==> config.mk <==
export PLATFORM = sky130hd
export DESIGN_NAME = hpl_port
export DESIGN_NICKNAME = d
export VERILOG_FILES = /design/src/design/hpl_pkg.sv /design/src/design/hpl_port.sv /design/src/design/hpl_sync.sv /design/src/design/hpl_lcd_route.sv
export SDC_FILE = /design/constraint.sdc
export NUM_CORES = 1
export LEC_CHECK = 0
export BUFFER_PORTS_ARGS = -buffer_cell sky130_fd_sc_hd__buf_2
export CAP_MARGIN = 20
export CORE_ASPECT_RATIO = 1.4
export CORE_MARGIN = 2
export CORE_UTILIZATION = 25
export DETAILED_ROUTE_END_ITERATION = 8
export PLACE_DENSITY_LB_ADDON = 0.08
export SKIP_CTS_REPAIR_TIMING = 1
export SLEW_MARGIN = 25
export SYNTH_ARGS = -nofsm -noshare
export SYNTH_HDL_FRONTEND = slang
export SYNTH_SLANG_ARGS = --single-unit
==> constraint.sdc <==
create_clock -name mclk -period 4.66 [get_ports mclk]
set_input_delay 0.466 -clock mclk [delete_from_list [all_inputs] [get_ports mclk]]
set_output_delay 0.466 -clock mclk [all_outputs]
set_load 0.03 [all_outputs]
==> src/design/hpl_pkg.sv <==
// Package for the host port with LCD pass-through: constants, carriers, shared functions
package hpl_pkg;

  // ==========================================================
  // Widths and internal address map
  localparam int          ADDR_W       = 12;
  localparam int          DATA_W       = 16;
  localparam logic [11:0] OSC_OFFSET   = 12'h108;  // output_select_control
  localparam logic [11:0] MODE_OFFSET  = 12'h10A;  // read mode and panel choice
  localparam logic [3:0]  MEM_PREFIX   = 4'hF;     // memory section, bits [11:8]
  localparam logic [15:0] OSC_RESET    = 16'h0000;
  localparam logic [15:0] MODE_RESET   = 16'h0000;

  // ==========================================================
  // Field positions
  localparam int OSC_EXT_CS     = 0;
  localparam int OSC_EN_OUT     = 1;
  localparam int OSC_QCLK_EN    = 2;
  localparam int OSC_QCLK_POL   = 3;
  localparam int OSC_QCLK_SPLIT = 4;
  localparam int MODE_PREREAD   = 0;
  localparam int MODE_PANEL     = 1;

  // ==========================================================
  // Carriers
  typedef struct packed {
    logic [ADDR_W-1:0] addr;
    logic [DATA_W-1:0] wdata;
    logic              wr;
    logic              rd;
  } hpl_ibus_t;

  typedef struct packed {
    logic              m68;
    logic              wr_n;
    logic              rd_n;
    logic              cs_n;
    logic              lcd_n;
    logic              ads;
    logic [DATA_W-1:0] data;
  } hpl_hpin_t;

  localparam hpl_hpin_t HPIN_IDLE = '{1'b0, 1'b1, 1'b1, 1'b1, 1'b1, 1'b0, 16'h0000};

  typedef struct packed {
    logic ext_cs;
    logic en_eff;
    logic qclk_en;
    logic qclk_pol;
    logic qclk_split;
  } hpl_vctl_t;

  typedef enum logic [2:0] {OP_IDLE, OP_REG_WR, OP_REG_RD, OP_LCD_WR, OP_LCD_RD} hpl_op_t;
  typedef enum logic [1:0] {PH_IDLE, PH_WRITE, PH_READ} hpl_ph_t;

  // Auto-increment, held still inside the memory section
  function automatic logic [ADDR_W-1:0] hpl_next_addr(input logic [ADDR_W-1:0] a);
    hpl_next_addr = (a[11:8] == MEM_PREFIX) ? a : ADDR_W'(a + 12'h001);
  endfunction

endpackage

==> src/design/hpl_port.sv <==
// Parallel host port: register access, auto-increment, pre-read and LCD pass-through
//
// Contract
// - Classify host accesses: register write, register read, LCD write, LCD read.
// - Internal accesses carry 16-bit data, 12-bit address, one-cycle strobe.
// - Write with select low loads the address register, no bus write.
// - Write with select high writes the register at the stored address.
// - At end of data write, one-cycle write strobe with address and data.
// - Stored address increments after each data access.
// - No increment while address bits [11:8] equal the memory prefix.
// - Reads use the last loaded address or its incremented value.
// - Select ignored on reads; host must never read with select low.
// - A configuration bit chooses normal or pre-read mode.
// - Normal mode: each host read triggers an internal read, returned on pins.
// - Pre-read: address load starts a read; each data read launches next.
// - Two LCDs; LCD access drives the chip select picked by panel choice.
// - LCD pass-through is purely combinational, works without the clock.
// - Outside chip-select mode, route select low sends host data to video bits [9:2], write to valid.
// - Only writes with LCD chip select active reach the valid pin; raw host_write_n is passed, so Motorola-style LCD reads pulse it too.
// - Register 0x108 holds external chip-select mode and frame-aligned output enable.
// - In chip-select mode, route select low drives video bits [9:1], else tri-state.
// - Qualified clock: qualify gated with clock, polarity set, frame-valid gated.
// - Option one: all strobes on valid, clock pin zero; option two splits bytes.
`timescale 1ns/1ps
module hpl_port
  import hpl_pkg::*;
(
  input  wire logic               mclk,                   // core clock, 250 MHz
  input  wire logic               rst,                    // sync reset, high
  input  wire logic [15:0]        host_data_i,            // host data pins in
  output logic      [15:0]        host_data_o,            // host data pins out
  output logic                    host_data_oe_n,         // low while driving
  input  wire logic               addr_data_select,       // 0 address, 1 data
  input  wire logic               host_write_n,           // write, or host_strobe_n
  input  wire logic               host_read_n,            // read, or host_rw_n
  input  wire logic               host_select_n,          // port chip select
  input  wire logic               panel_choice_n,           // LCD chip select
  input  wire logic               baseband_route_sel,     // LCD route select
  input  wire logic               motorola_style_bus,     // 1 strobe plus rw
  output hpl_pkg::hpl_ibus_t      ibus_o,                 // internal control bus
  input  wire logic [15:0]        ibus_rdata,             // read data, cycle after rd
  input  wire logic [9:0]         pvi_data,               // device video data
  input  wire logic               pvi_valid,              // device qualify
  input  wire logic               pvi_clk,                // device output clock level
  input  wire logic               pvi_frame_valid,        // frame active
  input  wire logic               pvi_byte_stb,           // one pulse per byte
  output logic      [9:0]         video_dout_o,           // video data out
  output logic      [9:0]         video_dout_oe_n,        // low while driving
  output logic                    video_valid_out,        // valid / LCD write
  output logic                    video_clock_out,        // video clock pin
  output logic                    frame_valid,            // frame valid pin
  output logic      [1:0]         panel_select_outputs_n, // LCD chip selects
  output hpl_pkg::hpl_op_t        op_class                // last access class
);
  // ==========================================================
  // State
  typedef struct packed {
    hpl_ph_t           ph;
    hpl_op_t           op;
    logic [ADDR_W-1:0] addr;
    logic [DATA_W-1:0] hold;
    logic [DATA_W-1:0] osc;
    logic [DATA_W-1:0] mode;
    hpl_ibus_t         bus;
    logic              cap;
    logic [ADDR_W-1:0] cap_addr;
    logic              en_eff;
    logic              byte_odd;
  } hpl_state_t;

  hpl_state_t s_q;
  hpl_state_t s_d;
  hpl_hpin_t  hs;
  hpl_vctl_t  vctl;
  logic       wr_act;
  logic       rd_act;
  logic       lcd_wr;
  logic       lcd_rd;
  logic       preread;

  // ==========================================================
  // Pin synchronisation
  hpl_sync #(.W($bits(hpl_hpin_t)), .RST(HPIN_IDLE)) u_sync (
    .mclk (mclk),
    .rst  (rst),
    .d    ({motorola_style_bus, host_write_n, host_read_n, host_select_n,
            panel_choice_n, addr_data_select, host_data_i}),
    .q    (hs)
  );

  // Intel style: separate strobes; Motorola style: strobe plus direction
  assign wr_act  = !hs.cs_n && !hs.wr_n && (hs.m68 ? !hs.rd_n : 1'b1);
  assign rd_act  = !hs.cs_n && (hs.m68 ? (!hs.wr_n && hs.rd_n) : !hs.rd_n);
  assign lcd_wr  = !hs.lcd_n && !hs.wr_n && (hs.m68 ? !hs.rd_n : 1'b1);
  assign lcd_rd  = !hs.lcd_n && (hs.m68 ? (!hs.wr_n && hs.rd_n) : !hs.rd_n);
  assign preread = s_q.mode[MODE_PREREAD];

  // ==========================================================
  // Access sequencing
  always_comb begin
    s_d = s_q;
    s_d.bus.wr = 1'b0;
    s_d.bus.rd = 1'b0;
    s_d.cap = s_q.bus.rd;
    if (s_q.bus.rd) begin
      s_d.cap_addr = s_q.bus.addr;
    end
    case (s_q.ph)
      PH_IDLE: begin
        if (wr_act) begin
          s_d.ph = PH_WRITE;
          s_d.op = OP_REG_WR;
        end else if (rd_act) begin
          // Select pin plays no part in a read
          s_d.ph = PH_READ;
          s_d.op = OP_REG_RD;
          if (!preread) begin
            s_d.bus.rd = 1'b1;
            s_d.bus.addr = s_q.addr;
          end
        end else if (lcd_wr) begin
          s_d.op = OP_LCD_WR;
        end else if (lcd_rd) begin
          s_d.op = OP_LCD_RD;
        end
      end
      PH_WRITE: begin
        if (!wr_act) begin
          s_d.ph = PH_IDLE;
          if (hs.ads) begin
            s_d.bus.wr = 1'b1;
            s_d.bus.addr = s_q.addr;
            s_d.bus.wdata = hs.data;
            s_d.addr = hpl_next_addr(s_q.addr);
            if (s_q.addr == OSC_OFFSET) begin
              s_d.osc = hs.data;
            end else if (s_q.addr == MODE_OFFSET) begin
              s_d.mode = hs.data;
            end
          end else begin
            s_d.addr = hs.data[ADDR_W-1:0];
            if (preread) begin
              s_d.bus.rd = 1'b1;
              s_d.bus.addr = hs.data[ADDR_W-1:0];
            end
          end
        end
      end
      PH_READ: begin
        // Advance only when the host lets go, so the held word stays put
        if (!rd_act) begin
          s_d.ph = PH_IDLE;
          s_d.addr = hpl_next_addr(s_q.addr);
          if (preread) begin
            s_d.bus.rd = 1'b1;
            s_d.bus.addr = hpl_next_addr(s_q.addr);
          end
        end
      end
      default: s_d.ph = PH_IDLE;
    endcase
    if (s_q.cap) begin
      if (s_q.cap_addr == OSC_OFFSET) begin
        s_d.hold = s_q.osc;
      end else if (s_q.cap_addr == MODE_OFFSET) begin
        s_d.hold = s_q.mode;
      end else begin
        s_d.hold = ibus_rdata;
      end
    end
    // Output enable changes only between frames
    if (!pvi_frame_valid) begin
      s_d.en_eff = s_q.osc[OSC_EN_OUT];
      s_d.byte_odd = 1'b0;
    end else if (pvi_byte_stb) begin
      s_d.byte_odd = !s_q.byte_odd;
    end
  end

  always_ff @(posedge mclk) begin
    if (rst) begin
      s_q <= '{ph: PH_IDLE, op: OP_IDLE, addr: 12'h000, hold: 16'h0000,
               osc: OSC_RESET, mode: MODE_RESET, bus: '0, cap: 1'b0,
               cap_addr: 12'h000, en_eff: 1'b0, byte_odd: 1'b0};
    end else begin
      s_q <= s_d;
    end
  end

  // ==========================================================
  // Outputs
  assign ibus_o      = s_q.bus;
  assign op_class    = s_q.op;
  assign host_data_o = s_q.hold;
  assign frame_valid = pvi_frame_valid;
  // Enable follows the pins directly so the bus turns around without delay
  assign host_data_oe_n = host_select_n ||
                          (motorola_style_bus ? (host_write_n || !host_read_n)
                                              : host_read_n);
  assign vctl = '{ext_cs: s_q.osc[OSC_EXT_CS], en_eff: s_q.en_eff,
                  qclk_en: s_q.osc[OSC_QCLK_EN], qclk_pol: s_q.osc[OSC_QCLK_POL],
                  qclk_split: s_q.osc[OSC_QCLK_SPLIT]};

  // Kept clock-free so the LCD stays reachable with mclk stopped
  hpl_lcd_route u_route (
    .ctl                    (vctl),
    .panel_choice           (s_q.mode[MODE_PANEL]),
    .host_data_lo           (host_data_i[7:0]),
    .host_write_n           (host_write_n),
    .panel_choice_n           (panel_choice_n),
    .baseband_route_sel     (baseband_route_sel),
    .pvi_data               (pvi_data),
    .pvi_valid              (pvi_valid),
    .pvi_clk                (pvi_clk),
    .pvi_frame_valid        (pvi_frame_valid),
    .byte_odd               (s_q.byte_odd),
    .video_dout_o           (video_dout_o),
    .video_dout_oe_n        (video_dout_oe_n),
    .video_valid_out        (video_valid_out),
    .video_clock_out        (video_clock_out),
    .panel_select_outputs_n (panel_select_outputs_n)
  );
endmodule

==> src/design/hpl_sync.sv <==
// Two-stage synchroniser for a group of host pins
`timescale 1ns/1ps
module hpl_sync #(
  parameter int              W   = 1,
  parameter logic [W-1:0]    RST = '0
) (
  input  wire logic         mclk,  // core clock
  input  wire logic         rst,   // sync reset, high
  input  wire logic [W-1:0] d,     // asynchronous pins
  output logic      [W-1:0] q      // synchronised copy
);
  typedef struct packed {
    logic [W-1:0] s1;
    logic [W-1:0] s2;
  } hpl_sync_st_t;

  hpl_sync_st_t s_q;
  hpl_sync_st_t s_d;

  always_comb begin
    s_d.s1 = d;
    s_d.s2 = s_q.s1;
  end

  // Reset to idle levels so no access is seen while the stages fill
  always_ff @(posedge mclk) begin
    if (rst) begin
      s_q <= {RST, RST};
    end else begin
      s_q <= s_d;
    end
  end

  assign q = s_q.s2;
endmodule

==> src/design/hpl_lcd_route.sv <==
// Clock-free routing of host and video signals to the LCD and video pins
`timescale 1ns/1ps
module hpl_lcd_route
  import hpl_pkg::*;
(
  input  wire hpl_pkg::hpl_vctl_t ctl,                    // video output control
  input  wire logic               panel_choice,           // 0 first LCD, 1 second
  input  wire logic [7:0]         host_data_lo,           // host data bits [7:0]
  input  wire logic               host_write_n,           // host write pin
  input  wire logic               panel_choice_n,           // host LCD chip select
  input  wire logic               baseband_route_sel,     // 0 routes host to LCD; with ext_cs, 0 enables video bits [9:1]
  input  wire logic [9:0]         pvi_data,               // device video data
  input  wire logic               pvi_valid,              // device qualify
  input  wire logic               pvi_clk,                // device output clock level
  input  wire logic               pvi_frame_valid,        // frame active
  input  wire logic               byte_odd,               // odd byte of a pair
  output logic      [9:0]         video_dout_o,           // video data out
  output logic      [9:0]         video_dout_oe_n,        // low while driving
  output logic                    video_valid_out,        // valid / LCD write pin
  output logic                    video_clock_out,        // video clock pin
  output logic      [1:0]         panel_select_outputs_n  // LCD chip selects
);
  logic direct;
  logic qual;
  logic drive;
  logic line_q;

  always_comb begin
    direct = !ctl.ext_cs && !baseband_route_sel;
    video_dout_o = direct ? {host_data_lo, pvi_data[1:0]} : pvi_data;
    qual = pvi_valid && pvi_frame_valid && pvi_clk;
    line_q = (ctl.qclk_split ? (qual && byte_odd) : qual) ^ ctl.qclk_pol;
    if (!ctl.qclk_en) begin
      line_q = pvi_valid;
      video_clock_out = pvi_clk;
    end else if (ctl.qclk_split) begin
      video_clock_out = (qual && !byte_odd) ^ ctl.qclk_pol;
    end else begin
      video_clock_out = 1'b0;
    end
    // Write pulse only when the host addresses the LCD
    video_valid_out = direct ? (host_write_n || panel_choice_n) : line_q;
    drive = ctl.ext_cs ? !baseband_route_sel : (ctl.en_eff || direct);
    video_dout_oe_n = {10{!drive}};
    if (ctl.ext_cs) begin
      video_dout_oe_n[0] = 1'b1;
    end
    panel_select_outputs_n = panel_choice_n ? 2'b11 :
                             (panel_choice ? 2'b01 : 2'b10);
  end
endmodule

======== After elaboration in Yosys (flattened, before gate mapping) ========
Cells that the tools add are included.
storage, ports and cells
  RAM bits ................................ 0
  bits in latches ......................... 0
  bits of input ports ..................... 55
  register bits ........................... 154
  memory bits (read-only) ................. 0
  output and inout bits ................... 75
  memories kept ........................... 0
  logic and storage cells ................. 121
operators by class
  equal/unequal tests ..................... 15
  magnitude comparators ................... 0
  multiply operators ...................... 0
  reductions and logical operators ........ 38
  div/mod/pow operators ................... 0
  bitwise operators ....................... 6
  add/subtract/negate cells ............... 1
  muxes and demuxes ....................... 45
  shifts and indexed selects .............. 0
operators with widths
  operator                                               number
  2-to-1 mux 12 bit                                      11
  equality test 12 x 9 -> 1 bit (second input constant)  4
  one-hot mux 12 bit (3 select lines)                    1
  2-to-1 mux 16 bit                                      2
  2-to-1 mux 30 bit                                      1
  one-hot mux 12 bit (2 select lines)                    1
  2-to-1 mux 17 bit                                      1
  2-to-1 mux 1 bit                                       16
  adder 12 x 1 -> 12 bit (second input constant)         1
  logical AND 1 bit                                      12
  != test 2 bit (second input constant)                  6
  2-to-1 mux 10 bit                                      1
  2-to-1 mux 2 bit                                       5
  logical NOT 1 bit                                      9
  2-to-1 mux 3 bit                                       3
  AND reduction 3 bit                                    3
  AND reduction 8 bit                                    1
  one-hot mux 2 bit (3 select lines)                     1
  2-to-1 mux 5 bit                                       1
  AND reduction 5 bit                                    1
  equality test 4 bit (second input constant)            1
  logical OR 1 bit                                       4
  inverter 1 bit                                         4
  AND reduction 4 bit                                    1
  other kinds (13)                                       14

======== Depth between registers and ports, before layout ========
  depth after elaboration ................. 9
  mapped depth ............................ 10
  gate-level depth less buffers ........... 7

======== Cells and area by module ========
Synthesis repeated with hierarchy kept, for this count alone.
second synthesis, totals
  cells, all modules ...................... 816
  area total of the unflattened synthesis .. 7279.5 sq um
by module, submodules not included
  module         instances  area each (sq um)  sequential area each (sq um)  cells each
  hpl_port       1          5794.3             2202.1                        685
  hpl_sync       1          1186.1             880.8                         92
  hpl_lcd_route  1          299.0              0.0                           39

======== Worst setup path before layout ========
OpenSTA, ideal clock, no wires.
  path kind ............................... in2out
  from .................................... input pvi_clk
  to ...................................... output video_valid_out
  buffers on the path ..................... 0
  cell stages on the path ................. 5
  data arrival time ....................... 1593 ps
  setup slack ............................. 2601 ps
  data required time ...................... 4194 ps
  cells stage by stage .................... nand3_1 > a21oi_1 > xor2_1 > mux2i_1 > o21ai_0
between the ends
  cells in the longest elaborated chain, start to end .. 6
ends and longest elaborated chain
  element                RTL line             text
  start: declaration     hpl_port.sv:44       input wire logic pvi_clk,
  logical AND 1 bit (*)  hpl_lcd_route.sv:31  qual = pvi_valid && pvi_frame_valid && pvi_clk;
  logical AND 1 bit      hpl_lcd_route.sv:32  line_q = (ctl.qclk_split ? (qual && byte_odd) : qual) ^ ctl.qclk_pol;
  2-to-1 mux 1 bit (*)   hpl_lcd_route.sv:32
  XOR 1 bit (*)          hpl_lcd_route.sv:32
  2-to-1 mux 1 bit (*)   hpl_lcd_route.sv:33  if (!ctl.qclk_en) begin
  2-to-1 mux 1 bit (*)   hpl_lcd_route.sv:42  video_valid_out = direct ? (host_write_n || panel_choice_n) : line_q;
  end: declaration       hpl_port.sv:49       output logic video_valid_out,
Mark *: on every way between the ends. The rest lies on a longest branch, timed or not.

======== Worst setup path in the final report ========
  from .................................... register s_q[109] (netlist name)
  to ...................................... register s_q[69] (netlist name)
between the ends
  cells in the longest elaborated chain, start to end .. 2
ends and longest elaborated chain
  element                        RTL line         text
  start: declaration             hpl_port.sv:71   hpl_state_t s_q;
  start signal: assignment       hpl_port.sv:182  s_q <= '{ph: PH_IDLE, op: OP_IDLE, addr: 12'h000, hold: 16'h0000,
  equality test 2 x 1 -> 1 bit   hpl_port.sv:108  case (s_q.ph)
  AND reduction 4 bit (no line)  n/a
Every way passes these cells.
A chain may end at the register's enable or synchronous reset.

==> flow_summary.toml <==
[run_status]
status = "finished, final reports clean"

[hold_path]
hold_class = "primary input to flip-flop"

[cts]
htreeDepth = 4
clock_path_buffers = 2
cts_made_buffers = 17
clk_pin_slew_ns = 0.07
clk_latency_ns = 0.44
cts_tree = "done"
clock-sinks = 154
cts.root.buffer_cell = "clkbuf_16"

[die]
die_w_um = 148
ioPinCount = 130
die_area_um2 = 30400
rows = 73
die_y_um = 206
start_util_pct = 25.4
core_um2 = 28500

[critical_path]
end_kind = "flip-flop"
critical_path.max_fanout = 19
critPathKind = "flip-flop to flip-flop"
arrival_ns = 3.26
cp-start-kind = "flip-flop"
worstPathRequired_ns = 4.98

[routing]
drc_errors = 0
first_pass_iters = 6
vias = 5591
drt-wirelength-per-cell_um = 16.2
vias_per_cell = 4.49
drt.antenna.violating_nets = 0
drt_iter0_markers = 366
wirelength_um = 20100

[global_routing]
grt_start_max_net_pins = 100
antenna_found_initial = 0
grt_first_pass_wirelength_um = 31300
overflow = 0
grt_pass1_vias = 5260
grt_usage_pct = 13.5

[sta]
final_hold_viol_count = 0
max_freq_ghz = 0.340
whs_ns = 0.228
period_share_pct = 63.1
setup_violations = 0
worst_pin_slew_ns = 0.919
slew_violations = 0
tns_ns = 0
relSlewSlack_pct = 38.5
skew_ns = 0.00898
rsz0062_at_grt = "false"
min_period_ns = 2.94

[yosys]
ys_ff_latch = 154
syn_nets = 893
syn_area_um2 = 7250
syn_avg_cell_area_um2 = 8.74
synthDistinctLibCells = 64
synth_cells = 830
ys.flop_type = "dfxtp_1"
async_flop_share_pct = 0
ys_warn_count = 0
synth-edff-count = 0
seq_area_frac_synth_pct = 42.5

[power]
p_leak_uw = 0.00317
ir_drop_mv = 0.217
power_density_nw_per_um2 = 358

[finish]
final_nets = 920
antennaDiodeCount = 0
layout-drive-gt1-share_pct = 22.9
area_delta_synth_final_pct = 13.9

[place]
gp_congestion = 0.798
hpwlAfterDp_um = 13900
placement.io_buffers = 125

[flow_run]
cap_violations = 0
stage by stage:
stage	power, uW	cell area, um2	utilization (%)	worst slack, ns	instances
2_1_floorplan	1510	7250	-	2.60	830
3_3_place_gp	1570	7660	26.9	1.73	1213
3_5_place_dp	1560	7660	26.9	1.67	1213
4_1_cts	3010	8250	29.0	1.67	1244
5_1_grt	3090	8260	29.0	1.34	1244
6_report	2960	8260	29.0	1.72	1244
registers in the layout (all words and copies together) (netlist names):
name	flops
preread	1
ibus_o	30
op_class	3
u_sync.q	22
host_data_o	16
s_q	60
u_sync.s_d	22
placed cells by master (no fill, tap or decap), types with 4 or more instances in the layout:
master	synthesis	layout
a211oi_1	13	13
a21oi_1	71	71
a21oi_2	10	10
a222oi_1	5	5
and3_1	7	6
buf_2	10	124
buf_4	61	4
clkbuf_16	0	17
clkbuf_8	0	4
dfxtp_1	154	153
ha_1	8	8
inv_1	13	13
mux2_2	11	11
mux2i_1	51	51
nand2_1	111	111
nand2b_1	17	17
nand3_1	10	10
nand4_1	9	9
nor2_1	53	53
nor2b_1	44	44
nor3_1	6	6
o211ai_1	18	18
o21ai_0	24	24
or2_2	11	11
xor2_1	4	4
cells by family after synthesis:
kind of cell | count (synthesis) | share of synthesized area, %
xor+xnor | 5 | 0.604
compound gates | 176 | 15.7
mux | 62 | 8.75
fa+ha+maj | 8 | 1.38
buf+inv | 134 | 10.8
simple gates | 291 | 20.2
flops | 154 | 42.5
path summary, 6_finish.rpt:
| check | startpoint | endpoint | slack, ns | depth (start not counted) |
|---|---|---|---|---|
| max | s_q[109] | s_q[69] | 1.72 | 6 |
| max reg2reg | s_q[109] | s_q[69] | 1.72 | 6 |
| min reg2reg | u_sync.s_d[20] | u_sync.q[20] | 0.41 | 1 |
| min | host_select_n | u_sync.s_d[18] | 0.23 | 2 |
where the power goes:
group | total, uW | switching (uW) | leakage (uW) | internal [uW]
Sequential | 1370 | 27.0 | 0.00125 | 1340
Combinational | 166 | 103 | 0.00163 | 62.6
Clock | 1420 | 576 | 0.000288 | 848
synthesized netlist by cell type (13+ instances only):
cell	n	area (um2)
clkbuf_1	44	165
dfxtp_1	154	3080
nor2_1	53	199
nand2b_1	17	106
nand2_1	111	417
nor2b_1	44	275
a21oi_1	71	355
buf_4	61	458
o21ai_0	24	120
inv_1	13	48.8
a211oi_1	13	97.6
mux2i_1	51	510
o211ai_1	18	135
layout make-up:
cell class | instances | area (um2)
multi-input combinational | 542 | 3390
inverter | 13 | 48.8
fill | 3100 | 20200
sequential | 154 | 3080
timing repair buffer | 129 | 671
clock buffer | 23 | 488
tap | 375 | 469
clock inverter | 8 | 109
critical path: stages, from the launching register on:
cell	delay (ns)
dfxtp_1	0.34
inv_1	0.11
ha_1	0.35
and3_1	0.81
nand4_1	0.82
nand2_1	0.31
a21oi_2	0.07
routing by layer:
metal  GRT usage [%]  vias up  wire [um]
li1                -     2853          -
met1            18.6     2552       9790
met2            19.8      160       8610
met3            3.39       26       1120
met4            6.16        0        595
met5               0        -          0
Power figures use the tool's default switching activity.
